### src/verilog/rspm_defines.svh
// Register offsets, field positions, reset values and timing counts
`ifndef RSPM_DEFINES_SVH
`define RSPM_DEFINES_SVH
`define RSPM_ADDR_PERIPHERAL_SOFT_RESET     8'hbd
`define RSPM_ADDR_RCF      8'hc0
`define RSPM_ADDR_LVC      8'hcb
`define RSPM_ADDR_LVS      8'hcc
`define RSPM_ADDR_POWER_CONTROL     8'h87
`define RSPM_ADDR_CLOCK_CONTROL_ONE   8'h8f
`define RSPM_BIT_POR       0
`define RSPM_BIT_WDF       2
`define RSPM_BIT_SWF       7
`define RSPM_BIT_LVEN      7
`define RSPM_BIT_LVFLAG    7
`define RSPM_BIT_IDLE      0
`define RSPM_BIT_PDOWN     1
`define RSPM_BIT_LSSEL     0
`define RSPM_LSDIV_LSB     1
`define RSPM_RESET_BYTE    8'h00
`define RSPM_HOLD_CYC      8'h08
`define RSPM_DIV_500HZ     10'h3ff
`define RSPM_DIV_4K        10'h07f
`define RSPM_DIV_32K       10'h00f
`define RSPM_DIV_256K      10'h001
`endif

### src/verilog/rspm_pkg.sv
// Types for the reset source and power mode controller
package rspm_pkg;
	typedef enum logic [1:0] {
		ST_RUN,
		ST_IDLE,
		ST_PDOWN,
		ST_RESET
	} rspm_state_t;

	typedef struct packed {
		logic [7:0] addr;
		logic [7:0] wdata;
		logic       wr;
		logic       rd;
	} rspm_sfr_req_t;

	typedef struct packed {
		logic       ext_int;
		logic       pin_change;
		logic       wdt_event;
		logic       usb_resume;
		logic       twi_addr_match;
		logic       irq_pending;
	} rspm_wake_t;

	typedef struct packed {
		rspm_state_t state;
		logic [7:0]  hold_cnt;
		logic        por_flag;
		logic        wd_flag;
		logic        sw_flag;
		logic        sw_cause;
		logic        wd_cause;
		logic [3:0]  peripheral_soft_reset;
		logic        lv_en;
		logic        lv_flag;
		logic        ls_sel;
		logic [1:0]  ls_div;
		logic [9:0]  div_cnt;
		logic        ls_clk;
		logic [2:0]  lv_sync;
		logic [7:0]  rdata;
		logic        sys_rst;
		logic        cpu_run;
		logic        hs_osc_en;
		logic        ls_osc_en;
		logic        periph_run;
		logic        lv_wake;
	} rspm_state_reg_t;
endpackage : rspm_pkg

### src/verilog/rspm_ctrl.sv
// Reset source, low-voltage and power mode controller
`timescale 1ns/1ps
`include "rspm_defines.svh"
// Overview of operation
// [RL1] Reset stops CPU, restores registers, vector zero
// [RL2] System reset leaves data memory untouched
// [RL3] Only power-on, watchdog, software cause reset
// [RL4] Power-on holds reset, sets flag bit 0
// [RL5] Watchdog overflow sets bit 2, optionally resets
// [RL6] Power-on clears watchdog and software flags
// [RL7] Writing one to bit 7 forces reset
// [RL8] Unused reset-cause bits read zero
// [RL9] Flag values after each reset kind
// [RL10] Peripheral soft reset bits 3 to 0
// [RL11] Low-voltage control bit 7 enables detector
// [RL12] Low-voltage status bit 7, writable flag
// [RL13] Low-voltage event wakes sleeping processor
// [RL14] Below operating voltage registers hold
// [RL15] Low clock 512kHz divided, two-bit select
// [RL16] Select bit switches clock, stops fast oscillator
// [RL17] Normal and green keep everything running
// [RL18] Power bit 0 enters idle
// [RL19] Idle wakes on reset or interrupt
// [RL20] Power bit 1 enters power-down
// [RL21] Power-down wakes on listed events
// [RL22] Watchdog keeps low clock in power-down
// [RL23] Two-wire address match wakes power-down
// [RL24] Software puts no-op after sleep request
// [RL25] Sleep request bits clear on wakeup
// [RL26] Soft reset bit holds peripheral until cleared
module rspm_ctrl
	import rspm_pkg::*;
(
	// Clock and reset
	input  wire logic          clk_sys,
	input  wire logic          rst_n,
	// Special-function register port
	input  wire rspm_sfr_req_t sfr_req,
	output logic [7:0]         sfr_rdata,
	// Events from the rest of the chip
	input  wire logic          por_pending,
	input  wire logic          supply_low,
	input  wire logic          wdt_overflow,
	input  wire logic          watchdog_reset_enable,
	input  wire logic          wdt_enabled,
	input  wire logic          lv_detect_raw,
	input  wire rspm_wake_t    wake,
	// Controls to the core and peripherals
	output logic               sys_rst,
	output logic               cpu_run,
	output logic               periph_run,
	output logic               hs_osc_en,
	output logic               ls_osc_en,
	output logic               ls_clk,
	output logic               low_speed_clock_select,
	output logic [3:0]         periph_soft_rst,
	output logic               lv_wake,
	output logic [1:0]         power_state
);
	rspm_state_reg_t q, d;
	logic rst_int_n;
	logic sw_req, wd_req, any_wake, pd_wake, freeze;
	logic [9:0] div_lim;
	logic [1:0] rst_sync_q;

	assign rst_int_n = rst_sync_q[1];

	function automatic logic hit(input rspm_sfr_req_t r,
		input logic [7:0] a);
		hit = r.wr && (r.addr == a);
	endfunction : hit

	// Synchroniser on reset release; outside the state struct
	// because it alone is reset straight from the pin
	always_ff @(posedge clk_sys or negedge rst_n) begin
		if (!rst_n) begin
			rst_sync_q <= 2'h0;
		end else begin
			rst_sync_q <= {rst_sync_q[0], 1'b1};
		end
	end

	always_comb begin
		case (q.ls_div)
			2'd0:    div_lim = `RSPM_DIV_500HZ; // RL15
			2'd1:    div_lim = `RSPM_DIV_4K;
			2'd2:    div_lim = `RSPM_DIV_32K;
			default: div_lim = `RSPM_DIV_256K;
		endcase
	end

	assign sw_req = hit(sfr_req, `RSPM_ADDR_RCF)
		&& sfr_req.wdata[`RSPM_BIT_SWF]; // RL7
	assign wd_req = wdt_overflow && watchdog_reset_enable; // RL5
	// Filtered detector level: second and third stages agree
	assign lv_wake = q.lv_wake;
	assign pd_wake = wake.ext_int || wake.pin_change || wake.wdt_event
		|| wake.usb_resume || wake.twi_addr_match; // RL21 RL23
	assign any_wake = wake.irq_pending || pd_wake;
	// Under low supply nothing but the detector synchroniser updates, so no register corrupts
	assign freeze = supply_low; // RL14

	always_comb begin
		d = q;
		d.lv_sync = {q.lv_sync[1:0], lv_detect_raw};
		d.lv_wake = 1'b0;
		if (q.lv_sync[2] == q.lv_sync[1] && q.lv_sync[1] && q.lv_en
			&& (q.state == ST_IDLE || q.state == ST_PDOWN))
			d.lv_wake = 1'b1; // RL13
		// Low-speed divider; keeps running in power-down with watchdog
		if (q.div_cnt >= div_lim) begin
			d.div_cnt = 10'h000;
			d.ls_clk = ~q.ls_clk;
		end else begin
			d.div_cnt = q.div_cnt + 10'h001;
		end
		if (!q.ls_osc_en) begin
			d.div_cnt = q.div_cnt;
			d.ls_clk = q.ls_clk;
		end
		d.rdata = `RSPM_RESET_BYTE;
		if (sfr_req.rd) begin
			case (sfr_req.addr)
				`RSPM_ADDR_PERIPHERAL_SOFT_RESET:   d.rdata = {4'h0, q.peripheral_soft_reset};
				`RSPM_ADDR_RCF:    d.rdata = {q.sw_flag, 4'h0, q.wd_flag,
					1'b0, q.por_flag}; // RL8
				`RSPM_ADDR_LVC:    d.rdata = {q.lv_en, 7'h00};
				`RSPM_ADDR_LVS:    d.rdata = {q.lv_flag, 7'h00};
				`RSPM_ADDR_POWER_CONTROL:   d.rdata = {6'h00,
					q.state == ST_PDOWN, q.state == ST_IDLE};
				`RSPM_ADDR_CLOCK_CONTROL_ONE: d.rdata = {5'h00, q.ls_div, q.ls_sel};
				default:           d.rdata = `RSPM_RESET_BYTE;
			endcase
		end
		// Register writes; watchdog set wins over software clear
		if (hit(sfr_req, `RSPM_ADDR_RCF)) begin
			d.por_flag = sfr_req.wdata[`RSPM_BIT_POR]; // RL4
			d.wd_flag = sfr_req.wdata[`RSPM_BIT_WDF];
		end
		if (wdt_overflow)
			d.wd_flag = 1'b1; // RL5
		if (hit(sfr_req, `RSPM_ADDR_PERIPHERAL_SOFT_RESET))
			d.peripheral_soft_reset = sfr_req.wdata[3:0]; // RL10 RL26
		if (hit(sfr_req, `RSPM_ADDR_LVC))
			d.lv_en = sfr_req.wdata[`RSPM_BIT_LVEN]; // RL11
		if (hit(sfr_req, `RSPM_ADDR_LVS))
			d.lv_flag = sfr_req.wdata[`RSPM_BIT_LVFLAG]; // RL12
		// Detector set wins over a software write in the same cycle
		if (q.lv_sync[2] == q.lv_sync[1] && q.lv_sync[1] && q.lv_en)
			d.lv_flag = 1'b1; // RL12
		if (hit(sfr_req, `RSPM_ADDR_CLOCK_CONTROL_ONE)) begin
			d.ls_sel = sfr_req.wdata[`RSPM_BIT_LSSEL]; // RL16
			d.ls_div = sfr_req.wdata[`RSPM_LSDIV_LSB +: 2]; // RL15
		end
		case (q.state)
			ST_RUN: begin
				if (hit(sfr_req, `RSPM_ADDR_POWER_CONTROL)
					&& sfr_req.wdata[`RSPM_BIT_PDOWN])
					d.state = ST_PDOWN; // RL20
				else if (hit(sfr_req, `RSPM_ADDR_POWER_CONTROL)
					&& sfr_req.wdata[`RSPM_BIT_IDLE])
					d.state = ST_IDLE; // RL18
			end
			ST_IDLE: begin
				if (any_wake || q.lv_wake)
					d.state = ST_RUN; // RL19 RL25
			end
			ST_PDOWN: begin
				if (pd_wake || q.lv_wake)
					d.state = ST_RUN; // RL21 RL25
			end
			ST_RESET: begin
				if (q.hold_cnt != 8'h00)
					d.hold_cnt = q.hold_cnt - 8'h01;
				else
					d.state = ST_RUN;
			end
			default: d.state = ST_RUN;
		endcase
		// Only these three causes start a system reset
		if (sw_req || wd_req) begin // RL3
			d.state = ST_RESET;
			d.hold_cnt = `RSPM_HOLD_CYC;
			d.sw_cause = sw_req;
			d.wd_cause = wd_req;
			d.peripheral_soft_reset = 4'h0; // RL1
			d.lv_en = 1'b0;
			d.lv_flag = 1'b0;
			d.ls_sel = 1'b0;
			d.ls_div = 2'd0;
		end
		if (q.state == ST_RESET && q.sw_cause)
			d.sw_flag = 1'b1; // RL9
		if (por_pending) begin // RL4
			d.state = ST_RESET;
			d.hold_cnt = `RSPM_HOLD_CYC;
			d.por_flag = 1'b1; // RL9
			d.wd_flag = 1'b0; // RL6
			d.sw_flag = 1'b0; // RL6
			d.sw_cause = 1'b0;
			d.wd_cause = 1'b0;
			// Power-on also returns the registers to defaults
			d.peripheral_soft_reset = 4'h0; // RL1
			d.lv_en = 1'b0;
			d.lv_flag = 1'b0;
			d.ls_sel = 1'b0;
			d.ls_div = 2'd0;
		end
		// Apart from power-on, software flag clears only via a new write of 0 at run time
		if (q.state == ST_RUN && hit(sfr_req, `RSPM_ADDR_RCF)
			&& !sfr_req.wdata[`RSPM_BIT_SWF] && !por_pending)
			d.sw_flag = 1'b0;
		d.sys_rst = (d.state == ST_RESET); // RL1
		d.cpu_run = (d.state == ST_RUN); // RL17 RL18
		d.periph_run = (d.state != ST_PDOWN); // RL17 RL20
		d.hs_osc_en = !d.ls_sel && (d.state != ST_PDOWN); // RL16
		d.ls_osc_en = (d.state != ST_PDOWN) || wdt_enabled; // RL22
		if (freeze) begin
			d = q;
			d.lv_sync = {q.lv_sync[1:0], lv_detect_raw};
		end
	end

	// Memory contents are not held here, so nothing clears them
	always_ff @(posedge clk_sys or negedge rst_int_n) begin // RL2
		if (!rst_int_n) begin
			q.state      <= ST_RESET;
			q.hold_cnt   <= `RSPM_HOLD_CYC;
			q.por_flag   <= 1'b1;
			q.wd_flag    <= 1'b0;
			q.sw_flag    <= 1'b0;
			q.sw_cause   <= 1'b0;
			q.wd_cause   <= 1'b0;
			q.peripheral_soft_reset       <= 4'h0;
			q.lv_en      <= 1'b0;
			q.lv_flag    <= 1'b0;
			q.ls_sel     <= 1'b0;
			q.ls_div     <= 2'd0;
			q.div_cnt    <= 10'h000;
			q.ls_clk     <= 1'b0;
			q.lv_sync    <= 3'h0;
			q.rdata      <= 8'h00;
			q.sys_rst    <= 1'b1;
			q.cpu_run    <= 1'b0;
			q.hs_osc_en  <= 1'b1;
			q.ls_osc_en  <= 1'b1;
			q.periph_run <= 1'b1;
			q.lv_wake    <= 1'b0;
		end else begin
			q.state      <= d.state;
			q.hold_cnt   <= d.hold_cnt;
			q.por_flag   <= d.por_flag;
			q.wd_flag    <= d.wd_flag;
			q.sw_flag    <= d.sw_flag;
			q.sw_cause   <= d.sw_cause;
			q.wd_cause   <= d.wd_cause;
			q.peripheral_soft_reset       <= d.peripheral_soft_reset;
			q.lv_en      <= d.lv_en;
			q.lv_flag    <= d.lv_flag;
			q.ls_sel     <= d.ls_sel;
			q.ls_div     <= d.ls_div;
			q.div_cnt    <= d.div_cnt;
			q.ls_clk     <= d.ls_clk;
			q.lv_sync    <= d.lv_sync;
			q.rdata      <= d.rdata;
			q.sys_rst    <= d.sys_rst;
			q.cpu_run    <= d.cpu_run;
			q.hs_osc_en  <= d.hs_osc_en;
			q.ls_osc_en  <= d.ls_osc_en;
			q.periph_run <= d.periph_run;
			q.lv_wake    <= d.lv_wake;
		end
	end

	assign sfr_rdata = q.rdata;
	assign sys_rst = q.sys_rst;
	assign cpu_run = q.cpu_run;
	assign periph_run = q.periph_run;
	assign hs_osc_en = q.hs_osc_en;
	assign ls_osc_en = q.ls_osc_en;
	assign ls_clk = q.ls_clk;
	assign low_speed_clock_select = q.ls_sel;
	assign periph_soft_rst = q.peripheral_soft_reset;
	assign power_state = q.state;

	// Assertions
	// Entering reset must already show the registers at default
	property p_rst_hold;
		@(posedge clk_sys) disable iff (!rst_int_n)
		$rose(sys_rst) |-> !cpu_run && periph_soft_rst == 4'h0
			&& !low_speed_clock_select;
	endproperty
	a_rst_hold: assert property (p_rst_hold) // RL1
		else $error("reset entered with registers set");

	property p_por_flags;
		@(posedge clk_sys) disable iff (!rst_int_n)
		(por_pending && !supply_low)
			|=> (q.por_flag && !q.wd_flag && !q.sw_flag);
	endproperty
	a_por_flags: assert property (p_por_flags) // RL6
		else $error("power-on flags wrong");

	property p_wd_flag;
		@(posedge clk_sys) disable iff (!rst_int_n)
		(wdt_overflow && !por_pending && !supply_low) |=> q.wd_flag;
	endproperty
	a_wd_flag: assert property (p_wd_flag) // RL5
		else $error("watchdog flag not set");

	property p_sw_reset;
		@(posedge clk_sys) disable iff (!rst_int_n)
		(sw_req && !supply_low) |=> (q.state == ST_RESET) ##1 sys_rst;
	endproperty
	a_sw_reset: assert property (p_sw_reset) // RL7
		else $error("software reset lost");

	property p_reserved;
		@(posedge clk_sys) disable iff (!rst_int_n)
		$past(sfr_req.rd && sfr_req.addr == `RSPM_ADDR_RCF && !supply_low)
		|-> (sfr_rdata[6:3] == 4'h0 && sfr_rdata[1] == 1'b0);
	endproperty
	a_reserved: assert property (p_reserved) // RL8
		else $error("reserved bits set");

	// Both outputs come from the same next value, so compare them
	property p_hs_stop;
		@(posedge clk_sys) disable iff (!rst_int_n)
		low_speed_clock_select |-> !hs_osc_en;
	endproperty
	a_hs_stop: assert property (p_hs_stop) // RL16
		else $error("fast osc running");

	property p_idle_cpu;
		@(posedge clk_sys) disable iff (!rst_int_n)
		(q.state == ST_IDLE) |=> (!cpu_run || q.state == ST_RUN)
			&& periph_run;
	endproperty
	a_idle_cpu: assert property (p_idle_cpu) // RL18
		else $error("idle cpu running");

	property p_pd_wake;
		@(posedge clk_sys) disable iff (!rst_int_n)
		(q.state == ST_PDOWN && pd_wake && !por_pending && !sw_req && !wd_req
		&& !supply_low) |=> (q.state == ST_RUN) ##1 cpu_run;
	endproperty
	a_pd_wake: assert property (p_pd_wake) // RL21
		else $error("no wake");

	property p_wdt_ls;
		@(posedge clk_sys) disable iff (!rst_int_n)
		(q.state == ST_PDOWN && wdt_enabled && !supply_low) |=> ls_osc_en;
	endproperty
	a_wdt_ls: assert property (p_wdt_ls) // RL22
		else $error("low clock stopped");

	property p_freeze;
		@(posedge clk_sys) disable iff (!rst_int_n)
		supply_low |=> $stable(q.por_flag) && $stable(q.peripheral_soft_reset);
	endproperty
	a_freeze: assert property (p_freeze) // RL14
		else $error("state changed");

	// Scenarios worth reaching
	c_idle: cover property (@(posedge clk_sys)
		q.state == ST_IDLE);
	c_pdown: cover property (@(posedge clk_sys)
		q.state == ST_PDOWN ##1 q.state == ST_RUN);
	c_swrst: cover property (@(posedge clk_sys)
		sw_req);
	c_lvw: cover property (@(posedge clk_sys)
		q.lv_wake);
	c_wdrst: cover property (@(posedge clk_sys)
		wd_req);
endmodule : rspm_ctrl

### config.mk
export PLATFORM = sky130hd
export DESIGN_NAME = rspm_ctrl
export DESIGN_NICKNAME = d
export VERILOG_FILES = /design/src/verilog/rspm_pkg.sv /design/src/verilog/rspm_ctrl.sv
export VERILOG_INCLUDE_DIRS = /design/src /design/src/verilog
export SDC_FILE = /design/constraint.sdc
export NUM_CORES = 1
export LEC_CHECK = 0
export BUFFER_PORTS_ARGS = -buffer_cell sky130_fd_sc_hd__buf_2
export CAP_MARGIN = 20
export CORE_ASPECT_RATIO = 1.4
export CORE_UTILIZATION = 40
export DETAILED_ROUTE_END_ITERATION = 10
export PLACE_DENSITY = 0.6
export SKIP_CTS_REPAIR_TIMING = 1
export SLEW_MARGIN = 15
export SYNTH_ARGS = -nofsm -noshare
export SYNTH_HDL_FRONTEND = slang
export SYNTH_SLANG_ARGS = --single-unit
### constraint.sdc
create_clock -name clk_sys -period 2.4 [get_ports clk_sys]
set_clock_uncertainty 0.2 [all_clocks]
set_input_delay 0.36 -clock clk_sys [delete_from_list [all_inputs] [get_ports clk_sys]]
set_output_delay 0.36 -clock clk_sys [all_outputs]
set_load 0.005 [all_outputs]
# Word-level counts from Yosys, hierarchy flattened
# Cells that the tools add are included.
# classes
eq_ne	14
addsub	2
n_mux	25
bitwise_logic	2
n_reduce_logical	56
order_cmp	1
# ops
cell	count
$eq A8 B8 Y1 const B	6
$pmux W8 S6	1
$pmux W10 S3	1
$mux W24	1
$mux W8	3
$reduce_bool A3 Y1	7
$mux W10	2
$logic_and A1 B1 Y1	18
$reduce_and A2 Y1	9
$mux W2	6
$mux W11	1
$add A10 B1 Y10 const B	1
$ge A10 B10 Y1	1
$logic_or A1 B1 Y1	10
$eq A2 B2 Y1 const B	4
$pmux W2 S4	1
$reduce_bool A8 Y1	1
$sub A8 B1 Y8 const B	1
$mux W1	7
$logic_not A2 Y1	3
$reduce_and A3 Y1	2
$eq A2 B1 Y1 const B	2
$mux W4	1
$reduce_bool A2 Y1	2
other kinds (6)	9
# totals
input_bits	32
elab_cells	122
output_inout_bits	22
register_bits	53

# Longest topological paths before layout
# Gate-level depths: netlist of run 1.
# logic_depth
ltp_word	12
depth_mapped	8
ltp_nobuf	8

# Worst setup path before layout of run 1
# No wires, ideal clock.
# synth_timing
path_type	reg-to-reg
startpoint	register q[29] (netlist name)
endpoint	register ls_clk (netlist name)
setup_ns	0.147
n_path_buf	0
slack_ns	-0.153
period_less_slack_ns	2.553
required_ns	2.053
stages_incl_launch_ff	9
arrival_time_ns	2.206
cell_sequence	dfrtp_1 > or2_2 > ha_1 > or4_1 > a221oi_1 > o21ai_0 > o21ai_0 > nor2_1 > xor2_1
# synth_between
elab_chain_len	4
elab_cells_between_ends	6
classes_between	1 x order compare; 2 x eq/ne; 1 x mux; 2 x reduce/logical
# synth_lines
element	line_no	rtl
start, declared	rspm_ctrl.sv:60	rspm_state_reg_t q, d;
$eq A2 B2 Y1 (tied with other cells)	rspm_ctrl.sv:84	case (q.ls_div)
$pmux W10 S3 (*)	rspm_ctrl.sv:84	
$ge A10 B10 Y1 (*)	rspm_ctrl.sv:111	if (q.div_cnt >= div_lim) begin
$reduce_and A3 Y1 (no source line) (*)	-	
# Mark *: on every way between the ends. The rest lies on a longest branch, timed or not.
# A chain may end at the register's enable or synchronous reset.

# Final worst setup path of run 1
# layout_timing
startpoint	register q[28] (netlist name)
endpoint	register ls_clk (netlist name)
# layout_between
elab_chain_len	4
elab_cells_between_ends	6
classes_between	1 x order compare; 2 x eq/ne; 1 x mux; 2 x reduce/logical
# layout_lines
element	line_no
$eq A2 B2 Y1 (tied with other cells)	rspm_ctrl.sv:84
$pmux W10 S3 (*)	rspm_ctrl.sv:84
$ge A10 B10 Y1 (*)	rspm_ctrl.sv:111
$reduce_and A3 Y1 (no source line) (*)	-
# Marked as above.

==> results of run 1 <==
kinds of logic after synthesis:
logic type,Yosys count
compound gates,66
buf+inv,32
mux,3
xor+xnor,11
flops,50
other cells,2
fa+ha+maj,16
simple gates,114
worst max-delay path, cell delays in order (launching register included):
cell and delay, ns:
dfrtp_1 0.39, or2_4 0.29, ha_4 0.17, or4_4 0.51, a221oi_2 0.18, o21ai_1 0.11, o21ai_2 0.12, nor2_4 0.11
xor2_1 0.16
synthesized netlist by cell type, drive strengths merged (4+ instances only):
cell / count
nand3: 10
o21ai: 12
nand2: 28
nor3: 10
o31ai: 4
a21oi: 15
dfrtp: 42
nor4: 4
ha: 16
nor2: 30
inv: 13
xor2: 7
xnor2: 4
nor2b: 5
a22o: 13
nand2b: 5
buf: 16
dfstp: 8
through the flow:
| stage | power (mW) | cell area, µm² | setup slack (ns) | std cells |
|---|---|---|---|---|
| after floorplan | 1.67 | 2900 | 0.0619 | 296 |
| after global placement | 1.87 | 3260 | 0.0408 | 436 |
| after detailed placement | 1.89 | 3260 | 0.0177 | 436 |
| after CTS | 2.42 | 3350 | -0.0144 | 444 |
| after global routing | 2.57 | 3440 | -0.0339 | 448 |
| final | 2.40 | 3440 | 0.0433 | 448 |
state kept, by name, summed over array words and instances, names as in the netlist, 2 cells and up:
name	cells
q	29
sfr_rdata	5
periph_soft_rst	4
rst_sync_q	2
power_state	2
worst max-delay path by stage:
stage / endpoint / slack, ns / startpoint
after global routing: q[18]$_DFFE_PN0P_ / -0.03 / q[28]$_DFFE_PN0P_
after global placement: ls_clk$_DFFE_PN0P_ / 0.04 / q[29]$_DFFE_PN0P_
final: ls_clk$_DFFE_PN0P_ / 0.04 / q[28]$_DFFE_PN0P_
after detailed placement: ls_clk$_DFFE_PN0P_ / 0.02 / q[29]$_DFFE_PN0P_
after floorplan: ls_clk$_DFFE_PN0P_ / 0.06 / q[29]$_DFFE_PN0P_
after CTS: ls_clk$_DFFE_PN0P_ / -0.01 / q[29]$_DFFE_PN0P_
power by group:
| part | leakage, nW | internal, mW | switching (mW) | total, mW |
|---|---|---|---|---|
| clock network | 0.0472 | 0.232 | 0.287 | 0.520 |
| logic | 0.980 | 0.330 | 0.384 | 0.714 |
| registers | 0.646 | 1.01 | 0.158 | 1.16 |
per-layer routing:
| layer | track usage, % | wire [µm] | vias up | part of all wire (%) |
|---|---|---|---|---|
| met5 | 0 | 0 | - | 0 |
| met4 | 8.28 | 154 | 0 | 2.4 |
| met3 | 3.13 | 231 | 13 | 3.6 |
| met2 | 31.7 | 3290 | 52 | 51 |
| met1 | 22.2 | 2770 | 1119 | 43 |
| li1 | - | - | 1150 | - |
area by class of cell:
type | instances | area (µm²) | share of cell area [%]
multi-input cells | 214 | 1510 | 43.9
repair buffers | 68 | 402 | 11.7
well taps | 95 | 119 | 3.46
clock buffers | 6 | 82.6 | 2.40
flip-flops and latches | 50 | 1260 | 36.7
inverters | 13 | 48.8 | 1.42
clock inverters | 2 | 12.5 | 0.364
==> results.cfg, run 1 <==
[outcome]
status = completed

[critical_path]
critical_path_class = reg2reg
r2r_start = q[28]$_DFFE_PN0P_
crit_required_ns = 2.38
crit_path_start_kind = flip-flop
end_kind = flip-flop
r2r_setup_slack_ns = 0.04
path_max_fanout = 9
worstRegToRegCells = 8
arrival_ns = 2.34
r2r-end = ls_clk$_DFFE_PN0P_

[floorplanning]
num_io_pins = 54
rows = 36
die_w_um = 73.8
dieHeight_um = 103
fp.dieArea_um2 = 7560
initial_core_util_pct = 41.3
design.core.area_um2 = 6980

[final_layout]
final_nets = 400
layout_commonest_cell = buf_2
fin_util_pct = 49.2
diodes = 0
syn2layout_area_growth_pct = 19.0
fillers = 673
drive_above_1_share_pct = 30.6
layout_common_cells = 47 x buf_2, 41 x dfrtp_1, 28 x nor2_1

[yosys]
syn_inst = 294
yosysWarnings = 0
synth-compound-area-share_pct = 16.8
synth-edff-count = 0
synthFlopType = dfrtp_1
synth_top_area_share_pct = 36.4
yosys.area.top_type = dfrtp_1
synth_xor_area_share_pct = 3.34
synthMuxAreaShare_pct = 1.13
synth_simple_gate_area_share_pct = 21.8
syn_area_per_cell_um2 = 9.82
synthTopCellsByArea = dfrtp_1 36%, dfstp_2 7.3%, ha_1 6.9%
async_flop_share_pct = 100
synth_seq_cells = 50
synth_area_um2 = 2890
synth_top_family_by_area = simple AND/OR/NAND/NOR gates
synth_cell_type_count = 58
synthAdderAreaFrac_pct = 6.94
ys_seq_area_share_pct = 43.7

[timing]
whs_ns = 0.0682
finalCriticalPeriod_ns = 2.36
grt_setup_unrepaired = yes
hold_viol = 0
max_slew_margin_pct = 62.0
fmax_mhz = 424
worstMarginPinSlew_ns = 0.570
setup_violations = 0
tns_ns = 0
slew_viol_final = 0
fin_crit_sh_pct = 98.2

[cts]
tritoncts = built
clkSlewWorstSetupHoldPaths_ns = 0.09
numCtsBuffers = 5
clkLatencyLatePin_ns = 0.31
clockBufferDepth = 2
cts_sinks = 50
cts_max_level = 2
cts_root_buf = clkbuf_8

[flow_run]
cap_violations = 0

[grt]
antenna_found_initial = 0
grtUsageTotal_pct = 18.4
grt_pass1_vias = 2321
grt-ovfl-total = 0
grt_pass1_wl_um = 10600
grt_start_max_net_pins = 32

[drt]
firstDrtPassIters = 4
avgRoutedWirePerCell_um = 14.4
postRouteAntennaNets = 0
wirelength_um = 6450
viasPerCell = 5.21
vias = 2334
drt_iter0_drc = 105
drc = 0

[placed_design]
dp_hpwl_um = 4910
io_buffers = 47
place_congestion = 0.808

[power]
ir_worst_vdd_mv = 0.482
p_leak_nw = 1.67
power_density_nw_per_um2 = 698

[worst_hold_path]
hp-class = reg2async
(Power assumes the default switching activity.)
==> run 2: changes to the inputs <==
PLACE_DENSITY = 0.72   (was 0.6)
==> run 2 against run 1 <==
Effect of this change: the flow now finishes with violations (setup timing); sequential power barely moved; worst hold slack gained 0.0088 ns; sequential share of layout area rose by 0.28 points.
==> results.cfg, run 2 (synthesis results as in run 1) <==
[outcome]
status = finished with violations
violations = setup timing

[timing]
worstMarginPinSlew_ns = 0.619
slew_viol_final = 0
tns_ns = -0.0346
finalCriticalPeriod_ns = 2.43
fmax_mhz = 411
setup_ws_ns = -0.0318
fin_crit_sh_pct = 101
setup_violations = 2
grt_setup_unrepaired = yes
hold_viol = 0
max_slew_margin_pct = 58.8

[grt]
grt_start_max_net_pins = 49
grt_pass1_wl_um = 10900
grt_pass1_vias = 2359
grtUsageTotal_pct = 18.9
busiest_layer = met2
grt-ovfl-total = 0
grtUsageMet2_pct = 31.6
grtUsageMet3_pct = 3.23
antenna_found_initial = 0
met1_usage_pct = 23.1

[power]
power_density_nw_per_um2 = 711
p_leak_nw = 1.65
ir_worst_vdd_mv = 0.463
finalPower_mw = 2.43

[cts]
tritoncts = built
clkSlewWorstSetupHoldPaths_ns = 0.09
cts_root_buf = clkbuf_8
numCtsBuffers = 5
cts_max_level = 2
cts_sinks = 50
clockBufferDepth = 2
clkLatencyLatePin_ns = 0.31

[placed_design]
io_buffers = 47
dp.cells = 431
place_congestion = 0.845
pre_cts_ws_ns = -0.135
dp_hpwl_um = 5100
place_area_um2 = 3220

[critical_path]
end_kind = flip-flop
path_max_fanout = 3
arrival_ns = 2.47
crit_path_start_kind = flip-flop
critical_path_class = reg2reg
crit_required_ns = 2.44

[floorplanning]
rows = 36
design.core.area_um2 = 6980
num_io_pins = 54
die_w_um = 73.8
dieHeight_um = 103
fp.dieArea_um2 = 7560
initial_core_util_pct = 41.3

[drt]
firstDrtPassIters = 4
postRouteAntennaNets = 0
viasPerCell = 5.38
avgRoutedWirePerCell_um = 15.5
drc = 0
wirelength_um = 6850
drt_iter0_drc = 65
vias = 2382

[final_layout]
final_nets = 395
design_area_um2 = 3410
fillers = 633
syn2layout_area_growth_pct = 18.1
stdcell_count = 443
layout_commonest_cell = buf_2
diodes = 0
drive_above_1_share_pct = 29.9
layout_common_cells = 47 x buf_2, 41 x dfrtp_1, 28 x nor2_1
largest-register = q
largest_reg_flops = 29

[flow_run]
cap_violations = 0

[worst_hold_path]
hp-class = in2reg
run 2: changes by cell type in the layout (fill, tap and decap cells not counted):
cell / before / now
nor4_2: 0 / 1
o21ai_2: 1 / 2
nor4_1: 4 / 3
o21ai_1: 4 / 3
clkinvlp_4: 1 / 0
buf_4: 18 / 13
clkbuf_1: 0 / 1
nand2_2: 1 / 0
nand2_4: 0 / 1
run 2: metal layers:
metal	vias up	part of all wire [%]	routed length (µm)
met5	-	0	0
met4	0	2.5	168
met3	13	3.1	209
met2	52	51	3510
met1	1174	43	2960
li1	1143	-	-
run 2: report_power, final:
group	switching (mW)	total [mW]	internal (mW)
Combinational	0.409	0.742	0.332
Clock	0.284	0.517	0.233
Sequential	0.159	1.17	1.01
Total	0.853	2.43	1.57
run 2: final timing paths:
kind,startpoint,endpoint,slack (ns),cells after the start
max,q[28]$_DFFE_PN0P_,q[18]$_DFFE_PN0P_,-0.03,9
min,sfr_req[5],periph_soft_rst[3]$_DFFE_PN0P_,0.08,2
max in group asynchronous,rst_sync_q[1]$_DFF_PN0_,sfr_rdata[1]$_DFFE_PN0N_,1.42,1
max reg2reg,q[28]$_DFFE_PN0P_,q[18]$_DFFE_PN0P_,-0.03,9
min reg2reg,rst_sync_q[1]$_DFF_PN0_,q[42]$_DFFE_PN0P_,0.16,1
min in group asynchronous,rst_n,rst_sync_q[1]$_DFF_PN0_,0.16,2
run 2: cell type report:
cell class | count | area [µm²] | area share [%]
Multi-Input combinational cell | 214 | 1520 | 44.7
Sequential cell | 50 | 1260 | 37.0
Timing Repair Buffer | 63 | 364 | 10.7
Tap cell | 95 | 119 | 3.49
Clock buffer | 7 | 86.3 | 2.53
Inverter | 13 | 48.8 | 1.43
Clock inverter | 1 | 5.00 | 0.147
run 2: critical path, cell delays in order, from the launching register on:
cell and delay (ns):
dfrtp_1 0.39, or2_4 0.29, ha_4 0.17, or4_4 0.51, a221oi_2 0.23, o21ai_1 0.13
o21ai_2 0.12, buf_6 0.15, nand2_4 0.04, o21ai_2 0.14
run 2: metrics by stage:
step / util (%) / hold WS (ns)
5_1_grt: 48.8 / 0.0754
4_1_cts: 47.5 / -0.393
2_1_floorplan: - / -0.136
3_5_place_dp: 46.1 / -0.0537
6_report: 48.8 / 0.0771
3_3_place_gp: 46.1 / -0.0546
==> run 3: changes to the inputs <==
BUFFER_PORTS_ARGS = default   (was -buffer_cell sky130_fd_sc_hd__buf_2)
CAP_MARGIN = default   (was 20)
DONT_BUFFER_PORTS = 1   (was default)
PLACE_DENSITY = 0.65   (was 0.72)
==> run 3 against run 2 <==
Effect of this change: critical endpoint is now ls_clk$_DFFE_PN0P_; global-route usage down 1.5 points; die area unchanged; core utilization down 3.1 points; design area shrank 6.4%; clock-buffer cell count unchanged; first-iteration DRC count increased by 34%; critical path type unchanged; the run now ends clean; power fell by 5.3%; sequential power about the same; setup slack better by 0.13 ns; sequential share of layout area grew 2.5 points; critical path depth down 1; largest cell class unchanged.
==> results.cfg, run 3 (synthesis results as in run 1) <==
[timing]
hold_viol = 0
worstMarginPinSlew_ns = 0.605
fin_crit_sh_pct = 95.8
fmax_mhz = 435
slew_viol_final = 0
finalCriticalPeriod_ns = 2.30
setup_violations = 0
whs_ns = 0.00142
max_slew_margin_pct = 59.5
grt_setup_unrepaired = yes
setup_ws_ns = 0.100

[final_layout]
layout_commonest_cell = dfrtp_1
fillers = 681
final_nets = 350
syn2layout_area_growth_pct = 10.6
layout_common_cells = 41 x dfrtp_1, 28 x nor2_1, 27 x nand2_1
drive_above_1_share_pct = 16.5
diodes = 0
largest_reg_flops = 29
largest-register = q

[placed_design]
dp_hpwl_um = 4760
pre_cts_ws_ns = 0.0491
place_congestion = 0.813
io_buffers = 0

[drt]
viasPerCell = 5.54
vias = 2204
drc = 0
avgRoutedWirePerCell_um = 16.1
firstDrtPassIters = 4
drt_iter0_drc = 87
postRouteAntennaNets = 0
wirelength_um = 6410

[critical_path]
crit_required_ns = 2.38
crit_path_start_kind = flip-flop
path_max_fanout = 9
critical_path_class = reg2reg
end_kind = flip-flop
arrival_ns = 2.28

[outcome]
status = completed

[cts]
cts_sinks = 50
tritoncts = built
cts_root_buf = clkbuf_8
clockBufferDepth = 2
numCtsBuffers = 5
clkLatencyLatePin_ns = 0.30
cts_max_level = 2
clkSlewWorstSetupHoldPaths_ns = 0.09

[grt]
grt-ovfl-total = 0
grt_pass1_vias = 2199
grt_start_max_net_pins = 36
grt_pass1_wl_um = 10100
grtUsageTotal_pct = 17.3
antenna_found_initial = 0

[floorplanning]
design.core.area_um2 = 6980
rows = 36
fp.dieArea_um2 = 7560
initial_core_util_pct = 41.3
dieHeight_um = 103
die_w_um = 73.8
num_io_pins = 54

[worst_hold_path]
hp-class = in2reg

[power]
ir_worst_vdd_mv = 0.445
p_leak_nw = 1.45
power_density_nw_per_um2 = 719

[flow_run]
cap_violations = 0
==> run 3: worst max-delay path, cell delays in order, from the launching register on <==
cell	delay [ns]
dfrtp_1	0.38
or2_4	0.28
ha_4	0.16
or4_4	0.51
a221oi_2	0.17
o21ai_1	0.11
o21ai_2	0.11
nor2_4	0.11
xor2_1	0.15
==> run 3: routing by layer <==
metal	track usage (%)	up-vias	wire, µm
met2	31.3	49	3290
met4	4.44	0	96
met1	19.9	1089	2650
met5	0	-	0
met3	4.89	11	371
li1	-	1055	-
==> run 3: where the power goes <==
part / total (mW) / internal, mW / switching, mW
Sequential: 1.17 / 1.01 / 0.162
Combinational: 0.622 / 0.285 / 0.337
Clock: 0.505 / 0.233 / 0.272
==> run 3: cell type report <==
| class | count | area [µm²] | area share, % |
|---|---|---|---|
| Timing Repair Buffer | 18 | 161 | 5.06 |
| Sequential cell | 50 | 1260 | 39.6 |
| Clock buffer | 7 | 86.3 | 2.70 |
| Clock inverter | 1 | 5.00 | 0.157 |
| Tap cell | 95 | 119 | 3.72 |
| Inverter | 13 | 48.8 | 1.53 |
| Multi-Input combinational cell | 214 | 1510 | 47.3 |
==> run 3: metrics by stage <==
step | setup TNS (ns) | std cells | power [mW] | utilization (%) | area [µm²]
2_1_floorplan | 0 | 296 | 1.67 | - | 2900
3_3_place_gp | 0 | 380 | 1.77 | 42.3 | 2960
3_5_place_dp | 0 | 380 | 1.79 | 42.3 | 2960
4_1_cts | 0 | 388 | 2.30 | 43.7 | 3050
5_1_grt | -0.0234 | 398 | 2.48 | 45.7 | 3190
6_report | 0 | 398 | 2.30 | 45.7 | 3190
==> run 3: path summary, 6_finish.rpt <==
| kind | cells past startpoint | start | slack [ns] | to |
|---|---|---|---|---|
| min in group asynchronous | 0 | rst_sync_q[1]$_DFF_PN0_ | 0.01 | q[48]$_DFFE_PN0P_ |
| max in group asynchronous | 1 | rst_sync_q[1]$_DFF_PN0_ | 1.33 | q[41]$_DFFE_PN1P_ |
| worst max register to register | 8 | q[28]$_DFFE_PN0P_ | 0.10 | ls_clk$_DFFE_PN0P_ |
| worst min register to register | 0 | rst_sync_q[1]$_DFF_PN0_ | 0.01 | q[48]$_DFFE_PN0P_ |
| worst min-delay path | 2 | sfr_req[9] | 0.001 | q[32]$_DFFE_PN0P_ |
| worst max-delay path | 8 | q[28]$_DFFE_PN0P_ | 0.10 | ls_clk$_DFFE_PN0P_ |
